File: config.mk
export PLATFORM = sky130hd
export DESIGN_NAME = supervisor_timer
export DESIGN_NICKNAME = d
export VERILOG_FILES = /design/src/core/supervisor_pkg.sv /design/src/core/supervisor_timer.sv
export SDC_FILE = /design/constraint.sdc
export NUM_CORES = 1
export LEC_CHECK = 0
export BUFFER_PORTS_ARGS = -buffer_cell sky130_fd_sc_hd__buf_2
export CORE_ASPECT_RATIO = 1.5
export CORE_MARGIN = 3
export CORE_UTILIZATION = 30
export CTS_CLUSTER_SIZE = 24
export DETAILED_ROUTE_END_ITERATION = 7
export GPL_TIMING_DRIVEN = 0
export MAX_ROUTING_LAYER = met4
export PLACE_DENSITY_LB_ADDON = 0.05
export SETUP_SLACK_MARGIN = 0.1
export SLEW_MARGIN = 20
export SYNTH_ARGS = -nofsm -noshare
export SYNTH_HDL_FRONTEND = slang
export SYNTH_SLANG_ARGS = --single-unit
export TNS_END_PERCENT = 5
File: constraint.sdc
create_clock -name pclk -period 2.8 [get_ports pclk]
set_input_delay 0.28 -clock pclk [delete_from_list [all_inputs] [get_ports pclk]]
set_output_delay 0.28 -clock pclk [all_outputs]
set_load 0.03 [all_outputs]
File: src/core/supervisor_pkg.sv
// constants, field layout and types for the watchdog and on-button supervisor
package supervisor_pkg;
    localparam int unsigned CLK_PERIOD_NS = 10;
    localparam int unsigned TICK_TIME_US = 1000;
    localparam int unsigned TICK_CYCLES = TICK_TIME_US * 1000 / CLK_PERIOD_NS;
    localparam logic [15:0] WDOG_BASE_MS = 16'h0100;
    localparam logic [15:0] BTN_BASE_MS = 16'h03e8;
    localparam logic [15:0] WDOG_CTRL_IDX = 16'h4004;
    localparam logic [15:0] BTN_CTRL_IDX = 16'h4005;
    localparam logic [15:0] KEY_IDX = 16'h4008;
    localparam logic [15:0] IRQ_STATUS_IDX = 16'h4010;
    localparam logic [15:0] IRQ_CLEAR_IDX = 16'h4011;
    localparam logic [15:0] IRQ_ENABLE_IDX = 16'h4012;
    localparam logic [15:0] KEY_UNLOCK = 16'h9716;
    localparam logic [15:0] WDOG_CTRL_RST = 16'ha217;
    localparam logic [15:0] BTN_CTRL_RST = 16'h0100;
    localparam int unsigned WD_ENA_BIT = 15;
    localparam int unsigned WD_PAUSE_BIT = 14;
    localparam int unsigned WD_SRC_BIT = 13;
    localparam int unsigned WD_SLP_BIT = 12;
    localparam int unsigned WD_KICK_BIT = 11;
    localparam int unsigned WD_SEC_LSB = 8;
    localparam int unsigned WD_PRIM_LSB = 4;
    localparam int unsigned WD_TO_LSB = 0;
    localparam int unsigned BTN_HOLD_LSB = 8;
    localparam int unsigned BTN_PRESS_LSB = 4;
    localparam int unsigned BTN_LEVEL_BIT = 3;
    localparam int unsigned BTN_TO_LSB = 0;
    localparam logic [1:0] ACT_NONE = 2'h0;
    localparam logic [1:0] ACT_IRQ = 2'h1;
    localparam logic [1:0] ACT_RESET = 2'h2;
    localparam logic [1:0] ACT_WAKE = 2'h3;
    localparam logic [1:0] BTN_HOLD_IRQ = 2'h0;
    localparam logic [1:0] BTN_ON = 2'h1;
    localparam logic [1:0] BTN_OFF = 2'h2;
    localparam int unsigned IRQ_W = 3;
    localparam int unsigned IRQ_WDOG = 0;
    localparam int unsigned IRQ_PRESS = 1;
    localparam int unsigned IRQ_HOLD = 2;

    typedef struct packed {
        logic enable;
        logic pause;
        logic src;
        logic sleep_run;
        logic [1:0] second;
        logic [1:0] first;
        logic [2:0] period;
    } wdog_cfg_t;

    typedef struct packed {
        logic [1:0] hold_action;
        logic [1:0] press_action;
        logic [1:0] hold_period;
    } button_cfg_t;

    typedef enum logic [1:0] {
        WD_FIRST = 2'b01,
        WD_SECOND = 2'b10
    } wd_phase_t;
endpackage : supervisor_pkg

File: src/core/supervisor_timer.sv
// watchdog timer and on-button supervisor with apb registers and interrupt
//
// Summary of operation
// - first expiry of the selected period (0.256s doubling to 32.768s) takes primary action
// - a second unkicked period in a row takes the secondary action
// - action codes: none, interrupt, device reset, wake transition
// - writing the kick bit restarts the timer only with software source selected
// - in sleep the timer stops unless sleep-run enable is set
// - protected fields change only while the key is unlocked
// - button press takes primary action: ignore, on request, off request
// - every button press raises an interrupt
// - button held one hold period takes hold action: interrupt, on, off
// - hold period code selects 1s, 2s, 4s or 8s
// - a read-only bit shows the present button pin level
// - timer runs only while enabled; enabling does not restart the count
// - pause holds the count without clearing it
`timescale 1ns/1ns
module supervisor_timer import supervisor_pkg::*; #(
    parameter int unsigned TICK_CYCLES_P = TICK_CYCLES
) (
    input wire logic pclk,
    input wire logic presetn,
    input wire logic psel,
    input wire logic penable,
    input wire logic pwrite,
    input wire logic [31:0] paddr,
    input wire logic [31:0] pwdata,
    output logic [31:0] prdata,
    output logic pready,
    output logic pslverr,
    input wire logic sleep_state,
    input wire logic hw_kick,
    input wire logic button_pin,
    output logic irq,
    output logic device_reset_req,
    output logic wake_req,
    output logic on_req,
    output logic off_req
);
    if (TICK_CYCLES_P < 1 || TICK_CYCLES_P > 32'h00ff_ffff) begin : g_bad_tick
        $error("TICK_CYCLES_P out of range");
    end

    function automatic logic hit(input logic [31:0] a, input logic [15:0] idx);
        return a == {14'h0000, idx, 2'b00};
    endfunction : hit

    function automatic logic [15:0] scaled_ms(input logic [15:0] base, input logic [2:0] code);
        return base << code;
    endfunction : scaled_ms

    // bus decode
    logic setup, wr;
    logic sel_wd, sel_btn, sel_key, sel_sts, sel_clr, sel_en, mapped;
    assign setup = psel & ~penable;
    assign wr = psel & penable & pwrite;
    assign sel_wd = hit(paddr, WDOG_CTRL_IDX);
    assign sel_btn = hit(paddr, BTN_CTRL_IDX);
    assign sel_key = hit(paddr, KEY_IDX);
    assign sel_sts = hit(paddr, IRQ_STATUS_IDX);
    assign sel_clr = hit(paddr, IRQ_CLEAR_IDX);
    assign sel_en = hit(paddr, IRQ_ENABLE_IDX);
    assign mapped = sel_wd | sel_btn | sel_key | sel_sts | sel_clr | sel_en;
    // read data is latched in setup, so the access phase never needs a wait state
    assign pready = 1'b1;
    assign pslverr = psel & penable & ~mapped;

    // register group
    wdog_cfg_t wd_cfg_q, wd_cfg_d;
    button_cfg_t btn_cfg_q, btn_cfg_d;
    logic [15:0] key_q, key_d;
    logic [IRQ_W-1:0] en_q, en_d, sts_q, sts_d, events;
    logic [31:0] prdata_d;
    logic unlocked, sw_kick;
    assign unlocked = key_q == KEY_UNLOCK;
    assign sw_kick = wr & sel_wd & pwdata[WD_KICK_BIT];

    always_comb begin
        wd_cfg_d = wd_cfg_q;
        btn_cfg_d = btn_cfg_q;
        key_d = key_q;
        en_d = en_q;
        prdata_d = prdata;
        if (wr && sel_key) begin
            key_d = pwdata[15:0];
        end
        if (wr && unlocked && sel_wd) begin
            wd_cfg_d.enable = pwdata[WD_ENA_BIT];
            wd_cfg_d.pause = pwdata[WD_PAUSE_BIT];
            wd_cfg_d.src = pwdata[WD_SRC_BIT];
            wd_cfg_d.sleep_run = pwdata[WD_SLP_BIT];
            wd_cfg_d.second = pwdata[WD_SEC_LSB +: 2];
            wd_cfg_d.first = pwdata[WD_PRIM_LSB +: 2];
            wd_cfg_d.period = pwdata[WD_TO_LSB +: 3];
        end
        if (wr && unlocked && sel_btn) begin
            btn_cfg_d.hold_action = pwdata[BTN_HOLD_LSB +: 2];
            btn_cfg_d.press_action = pwdata[BTN_PRESS_LSB +: 2];
            btn_cfg_d.hold_period = pwdata[BTN_TO_LSB +: 2];
        end
        if (wr && sel_en) begin
            en_d = pwdata[IRQ_W-1:0];
        end
        if (setup) begin
            prdata_d = 32'h0000_0000;
            if (sel_wd) begin
                // kick bit always reads back zero
                prdata_d[15:0] = {wd_cfg_q.enable, wd_cfg_q.pause, wd_cfg_q.src,
                    wd_cfg_q.sleep_run, 2'b00, wd_cfg_q.second, 2'b00, wd_cfg_q.first,
                    1'b0, wd_cfg_q.period};
            end else if (sel_btn) begin
                prdata_d[15:0] = {6'h00, btn_cfg_q.hold_action, 2'b00,
                    btn_cfg_q.press_action, button_pin, 1'b0, btn_cfg_q.hold_period};
            end else if (sel_key) begin
                prdata_d[0] = unlocked;
            end else if (sel_sts) begin
                prdata_d[IRQ_W-1:0] = sts_q;
            end else if (sel_en) begin
                prdata_d[IRQ_W-1:0] = en_q;
            end
        end
        // set wins over a clear in the same cycle
        sts_d = (sts_q & ~((wr && sel_clr) ? pwdata[IRQ_W-1:0] : '0)) | events;
    end

    always_ff @(posedge pclk or negedge presetn) begin
        if (!presetn) begin
            wd_cfg_q <= wdog_cfg_t'({WDOG_CTRL_RST[15:12], WDOG_CTRL_RST[9:8],
                WDOG_CTRL_RST[5:4], WDOG_CTRL_RST[2:0]});
            btn_cfg_q <= button_cfg_t'({BTN_CTRL_RST[9:8], BTN_CTRL_RST[5:4],
                BTN_CTRL_RST[1:0]});
            key_q <= 16'h0000;
            en_q <= '0;
            sts_q <= '0;
            prdata <= 32'h0000_0000;
            irq <= 1'b0;
        end else begin
            wd_cfg_q <= wd_cfg_d;
            btn_cfg_q <= btn_cfg_d;
            key_q <= key_d;
            en_q <= en_d;
            sts_q <= sts_d;
            prdata <= prdata_d;
            irq <= |(sts_d & en_d);
        end
    end

    // millisecond timebase
    logic [23:0] tick_cnt_q, tick_cnt_d;
    logic tick;
    assign tick = tick_cnt_q == 24'(TICK_CYCLES_P - 1);

    always_comb begin
        tick_cnt_d = tick ? 24'h00_0000 : tick_cnt_q + 24'h00_0001;
    end

    always_ff @(posedge pclk or negedge presetn) begin
        if (!presetn) begin
            tick_cnt_q <= 24'h00_0000;
        end else begin
            tick_cnt_q <= tick_cnt_d;
        end
    end

    // watchdog group
    logic [15:0] wd_cnt_q, wd_cnt_d, wd_ms;
    wd_phase_t wd_phase_q, wd_phase_d;
    logic wd_run, kick_ok, wd_first, wd_second;
    logic [1:0] wd_act;
    assign wd_ms = scaled_ms(WDOG_BASE_MS, wd_cfg_q.period);
    assign wd_run = wd_cfg_q.enable & ~wd_cfg_q.pause
        & (~sleep_state | wd_cfg_q.sleep_run);
    assign kick_ok = wd_cfg_q.src ? sw_kick : hw_kick;

    always_comb begin
        wd_cnt_d = wd_cnt_q;
        wd_phase_d = wd_phase_q;
        wd_first = 1'b0;
        wd_second = 1'b0;
        if (kick_ok) begin
            wd_cnt_d = 16'h0000;
            wd_phase_d = WD_FIRST;
        end else if (tick && wd_run) begin
            // >= so that shortening the period mid-count still expires
            if (wd_cnt_q + 16'h0001 >= wd_ms) begin
                wd_cnt_d = 16'h0000;
                case (wd_phase_q)
                    WD_FIRST: begin
                        wd_first = 1'b1;
                        wd_phase_d = WD_SECOND;
                    end
                    WD_SECOND: begin
                        wd_second = 1'b1;
                        wd_phase_d = WD_FIRST;
                    end
                    default: begin
                        wd_phase_d = WD_FIRST;
                    end
                endcase
            end else begin
                wd_cnt_d = wd_cnt_q + 16'h0001;
            end
        end
        wd_act = wd_first ? wd_cfg_q.first : (wd_second ? wd_cfg_q.second : ACT_NONE);
    end

    always_ff @(posedge pclk or negedge presetn) begin
        if (!presetn) begin
            wd_cnt_q <= 16'h0000;
            wd_phase_q <= WD_FIRST;
            device_reset_req <= 1'b0;
            wake_req <= 1'b0;
        end else begin
            wd_cnt_q <= wd_cnt_d;
            wd_phase_q <= wd_phase_d;
            device_reset_req <= wd_act == ACT_RESET;
            wake_req <= wd_act == ACT_WAKE;
        end
    end

    // on-button group; pin low means pressed
    logic [15:0] btn_cnt_q, btn_cnt_d, btn_ms;
    logic btn_prev_q, btn_done_q, btn_done_d, pressed, press_evt, hold_evt;
    assign pressed = ~button_pin;
    assign press_evt = pressed & ~btn_prev_q;
    assign btn_ms = scaled_ms(BTN_BASE_MS, {1'b0, btn_cfg_q.hold_period});

    always_comb begin
        btn_cnt_d = btn_cnt_q;
        btn_done_d = btn_done_q;
        hold_evt = 1'b0;
        if (!pressed) begin
            btn_cnt_d = 16'h0000;
            btn_done_d = 1'b0;
        end else if (tick && !btn_done_q) begin
            if (btn_cnt_q + 16'h0001 >= btn_ms) begin
                hold_evt = 1'b1;
                btn_done_d = 1'b1;
            end else begin
                btn_cnt_d = btn_cnt_q + 16'h0001;
            end
        end
        events = '0;
        events[IRQ_WDOG] = wd_act == ACT_IRQ;
        events[IRQ_PRESS] = press_evt;
        events[IRQ_HOLD] = hold_evt && btn_cfg_q.hold_action == BTN_HOLD_IRQ;
    end

    always_ff @(posedge pclk or negedge presetn) begin
        if (!presetn) begin
            btn_cnt_q <= 16'h0000;
            btn_done_q <= 1'b0;
            btn_prev_q <= 1'b0;
            on_req <= 1'b0;
            off_req <= 1'b0;
        end else begin
            btn_cnt_q <= btn_cnt_d;
            btn_done_q <= btn_done_d;
            btn_prev_q <= pressed;
            on_req <= (press_evt && btn_cfg_q.press_action == BTN_ON)
                || (hold_evt && btn_cfg_q.hold_action == BTN_ON);
            off_req <= (press_evt && btn_cfg_q.press_action == BTN_OFF)
                || (hold_evt && btn_cfg_q.hold_action == BTN_OFF);
        end
    end
endmodule : supervisor_timer

==> results.cfg <==
[run_status]
status = finished, violations left
violations = negative setup slack

[run]
max_cap_violations = 0

[detailed_routing]
wl_per_cell_um = 16.1
drt_iter0_drc = 281
num_vias = 5023
first_pass_iters = 5
drc = 0
ant_nets = 0
routed_wl_mm = 16.9
avgViaCountPerCell = 4.80

[final_layout]
nFillCells = 2066
drive_above_1_share = 0.332
nets = 860
fin_area_um2 = 8250
synthToLayoutAreaGrowth_pct = 28.5

[timing]
clock-skew-final_ns = 0.00784
whs_ns = 0.0956
slew_headroom = 0.532
post-route-min-period_ns = 3.00
hold_viol_final = 0
fmax_mhz = 333
rsz0062_at_grt = yes
setup-violations-final = 19
worst_pin_slew_ns = 0.702
setup_ws_ns = -0.203
drv_slew = 0
timing.final.crit_share = 1.07

[clock_tree]
path_clk_slew_ns = 0.06
htreeDepth = 4
cts_tree = built
numCtsBuffers = 17
cts_root_buf = clkbuf_16
cts.sinks = 116
clk_path_buf_depth = 2
clock_latency_ns = 0.42

[floorplan]
coreArea_um2 = 20700
floorplan.initialDensity = 0.309
ios = 111
die_width_um = 125
row_count = 64
die_h_um = 185
design.die.area_um2 = 23200

[yosys]
synth_edf_count = 0
ys_seq_area_frac = 0.454
syn_inst = 637
synth_area_um2 = 6420
async_flop_share = 1.00
ys_types = 65
ys_ff_latch = 116
synth_warnings = 0
avgSynthCellArea_um2 = 10.1
synth_ff_type = dfrtp_1

[power_and_ir_drop]
p_per_area_nw_per_um2 = 505
p_leak_uw = 0.00377
p_clk_frac = 0.546
ir_drop_v = 0.000379
p_int_uw = 3230
p_sw_uw = 937
switching_share = 0.225
seq_power_share = 0.404
comb_power_share = 0.050

[worst_setup_path]
crit_path_start_kind = flip-flop
arrival_ns = 3.31
cp_slowest_cell = dfrtp_1
crit_path_max_fanout = 8
crit_required_ns = 3.11
cp_cell_sequence = nand4_1 -> or2_4 -> xnor2_1 -> ha_1 -> a21oi_2 -> a21oi_1 -> a211oi_2 -> o41ai_4 -> buf_4 -> a2111oi_4 -> buf_6 -> a211oi_1 -> a31o_2
r2r_slack_ns = -0.20
critPathKind = flip-flop to flip-flop
critPathMaxStageDelay_ns = 0.42
endpoint_kind = flip-flop

[global_route]
track_usage = 0.154
grt_max_degree = 76
grt_pass1_wl_mm = 27.4
overflow = 0
grt_pass1_vias = 5206
antenna_found_initial = 1

[place]
place_congestion = 0.830
place.port_buffers = 71
placed_area_um2 = 7240
dpl.hpwl_mm = 12.3

[worst_hold_path]
holdCritPathClass = input pin to flip-flop
[placed cells by master (no fill, tap or decap), drive strengths merged, types with 7 or more instances in the layout]
cell type / count
mux2: 35
buf: 119
nor2b: 11
o21ai: 38
nor3: 18
nand4: 7
nand2: 67
and3: 13
clkbuf: 37
nand2b: 11
dfrtp: 107
or3: 13
xor2: 12
conb: 21
a21oi: 21
nand3: 35
xnor2: 36
ha: 20
dfstp: 9
nor2: 46
nor4: 13
inv: 13
o31ai: 8
[flip-flops by register name, indices dropped and copies added (netlist names), 2 cells and up]
signal / cells
wd_cfg_q: 11
key_q: 16
en_q: 3
tick_cnt_q: 24
wd_phase_q: 2
sts_q: 3
wd_cnt_q: 16
btn_cnt_q: 16
prdata: 12
btn_cfg_q: 6
[worst paths after layout]
| check | from | to | cells past startpoint |
|---|---|---|---|
| min in group asynchronous | presetn | btn_cnt_q[11] | 2 |
| worst max-delay path | btn_cnt_q[1] | btn_cnt_q[7] | 13 |
| worst min-delay path | pwdata[6] | key_q[6] | 2 |
| worst min register to register | prdata[14] | prdata[14] | 2 |
| worst max register to register | btn_cnt_q[1] | btn_cnt_q[7] | 13 |
| max in group asynchronous | presetn | wd_cfg_q[6] | 3 |
[final cells by class]
cell class              count  area (um^2)  area share
multi-input cells         488         3500       0.425
flip-flops and latches    116         2920       0.354
inverters                  13         48.8     0.00592
clock buffers              25          526      0.0637
diodes                      1         2.50    0.000303
well taps                 264          330      0.0401
plain buffers              38          258      0.0313
repair buffers             94          568      0.0689
clock inverters             7         92.6      0.0112
[cells by family after synthesis]
| kind of cell | share of synthesized area |
|---|---|
| AO/OA/AOI/OAI | 0.0887 |
| XOR/XNOR | 0.0655 |
| adder cells (fa/ha/maj) | 0.0390 |
| buffers and inverters | 0.0476 |
| flip-flops | 0.454 |
| multiplexers | 0.0731 |
| other | 0.00117 |
| AND/OR/NAND/NOR | 0.231 |
[through the flow]
| stage | utilization | power [uW] | setup slack, ns | std cells | TNS [ns] |
|---|---|---|---|---|---|
| after floorplan | - | 1820 | 0.0434 | 656 | 0 |
| after global placement | 0.347 | 1910 | -0.571 | 991 | -25.05 |
| after detailed placement | 0.349 | 1920 | -0.586 | 992 | -14.84 |
| after CTS | 0.393 | 4220 | -0.288 | 1044 | -3.91 |
| after global routing | 0.398 | 4320 | -0.378 | 1046 | -7.03 |
| final | 0.398 | 4160 | -0.203 | 1046 | -2.61 |
[what timing repair did]
item | CTS | global route
setup buffers | 20 | 1
hold buffers | 1 | 0
setup endpoints to repair | 42 | 38
gates resized for setup | 43 | 16
pin swaps | 14 | 6
hold endpoints to repair | 41 | 0
cloned | 1 | 0
[power groups by stage]
stage | Combinational, uW | Sequential (uW) | Clock [uW]
final | 210 | 1680 | 2270
after global routing | 232 | 1680 | 2410
after CTS | 213 | 1680 | 2330
after detailed placement | 211 | 1710 | 0
after global placement | 203 | 1710 | 0
after floorplan | 102 | 1710 | 0
[per-layer routing]
layer	routed length, um	share of wire	GRT usage	up-vias
met3	397	0.024	0.0291	19
met1	7210	0.43	0.178	2449
met2	8980	0.53	0.264	64
met5	0	0	-	-
met4	259	0.015	0.0616	0
li1	-	-	-	2491
[critical path: cells and delay by family, from the launching register on]
kind | cells | cell delay (ns)
AOI/OAI and AO/OA | 7 | 1.22
xor gates and xnor gates | 1 | 0.13
adders and majority gates | 1 | 0.33
buffers and inverters | 2 | 0.35
DFF | 1 | 0.42
and+or+nand+nor | 2 | 0.44
[Yosys cell counts, types with 13 or more instances]
cell type / instances / area, um^2
dfrtp_1: 107 / 2680
mux2_2: 31 / 349
inv_1: 13 / 48.8
a21oi_1: 21 / 105
o21ai_0: 35 / 175
buf_4: 22 / 165
xnor2_1: 36 / 315
and3_1: 13 / 81.3
nor3_1: 15 / 75.1
nor2_1: 43 / 161
nand2_1: 66 / 248
clkbuf_1: 14 / 52.6
nand3_1: 34 / 170
ha_1: 20 / 250
Power figures use the tool's default switching activity.
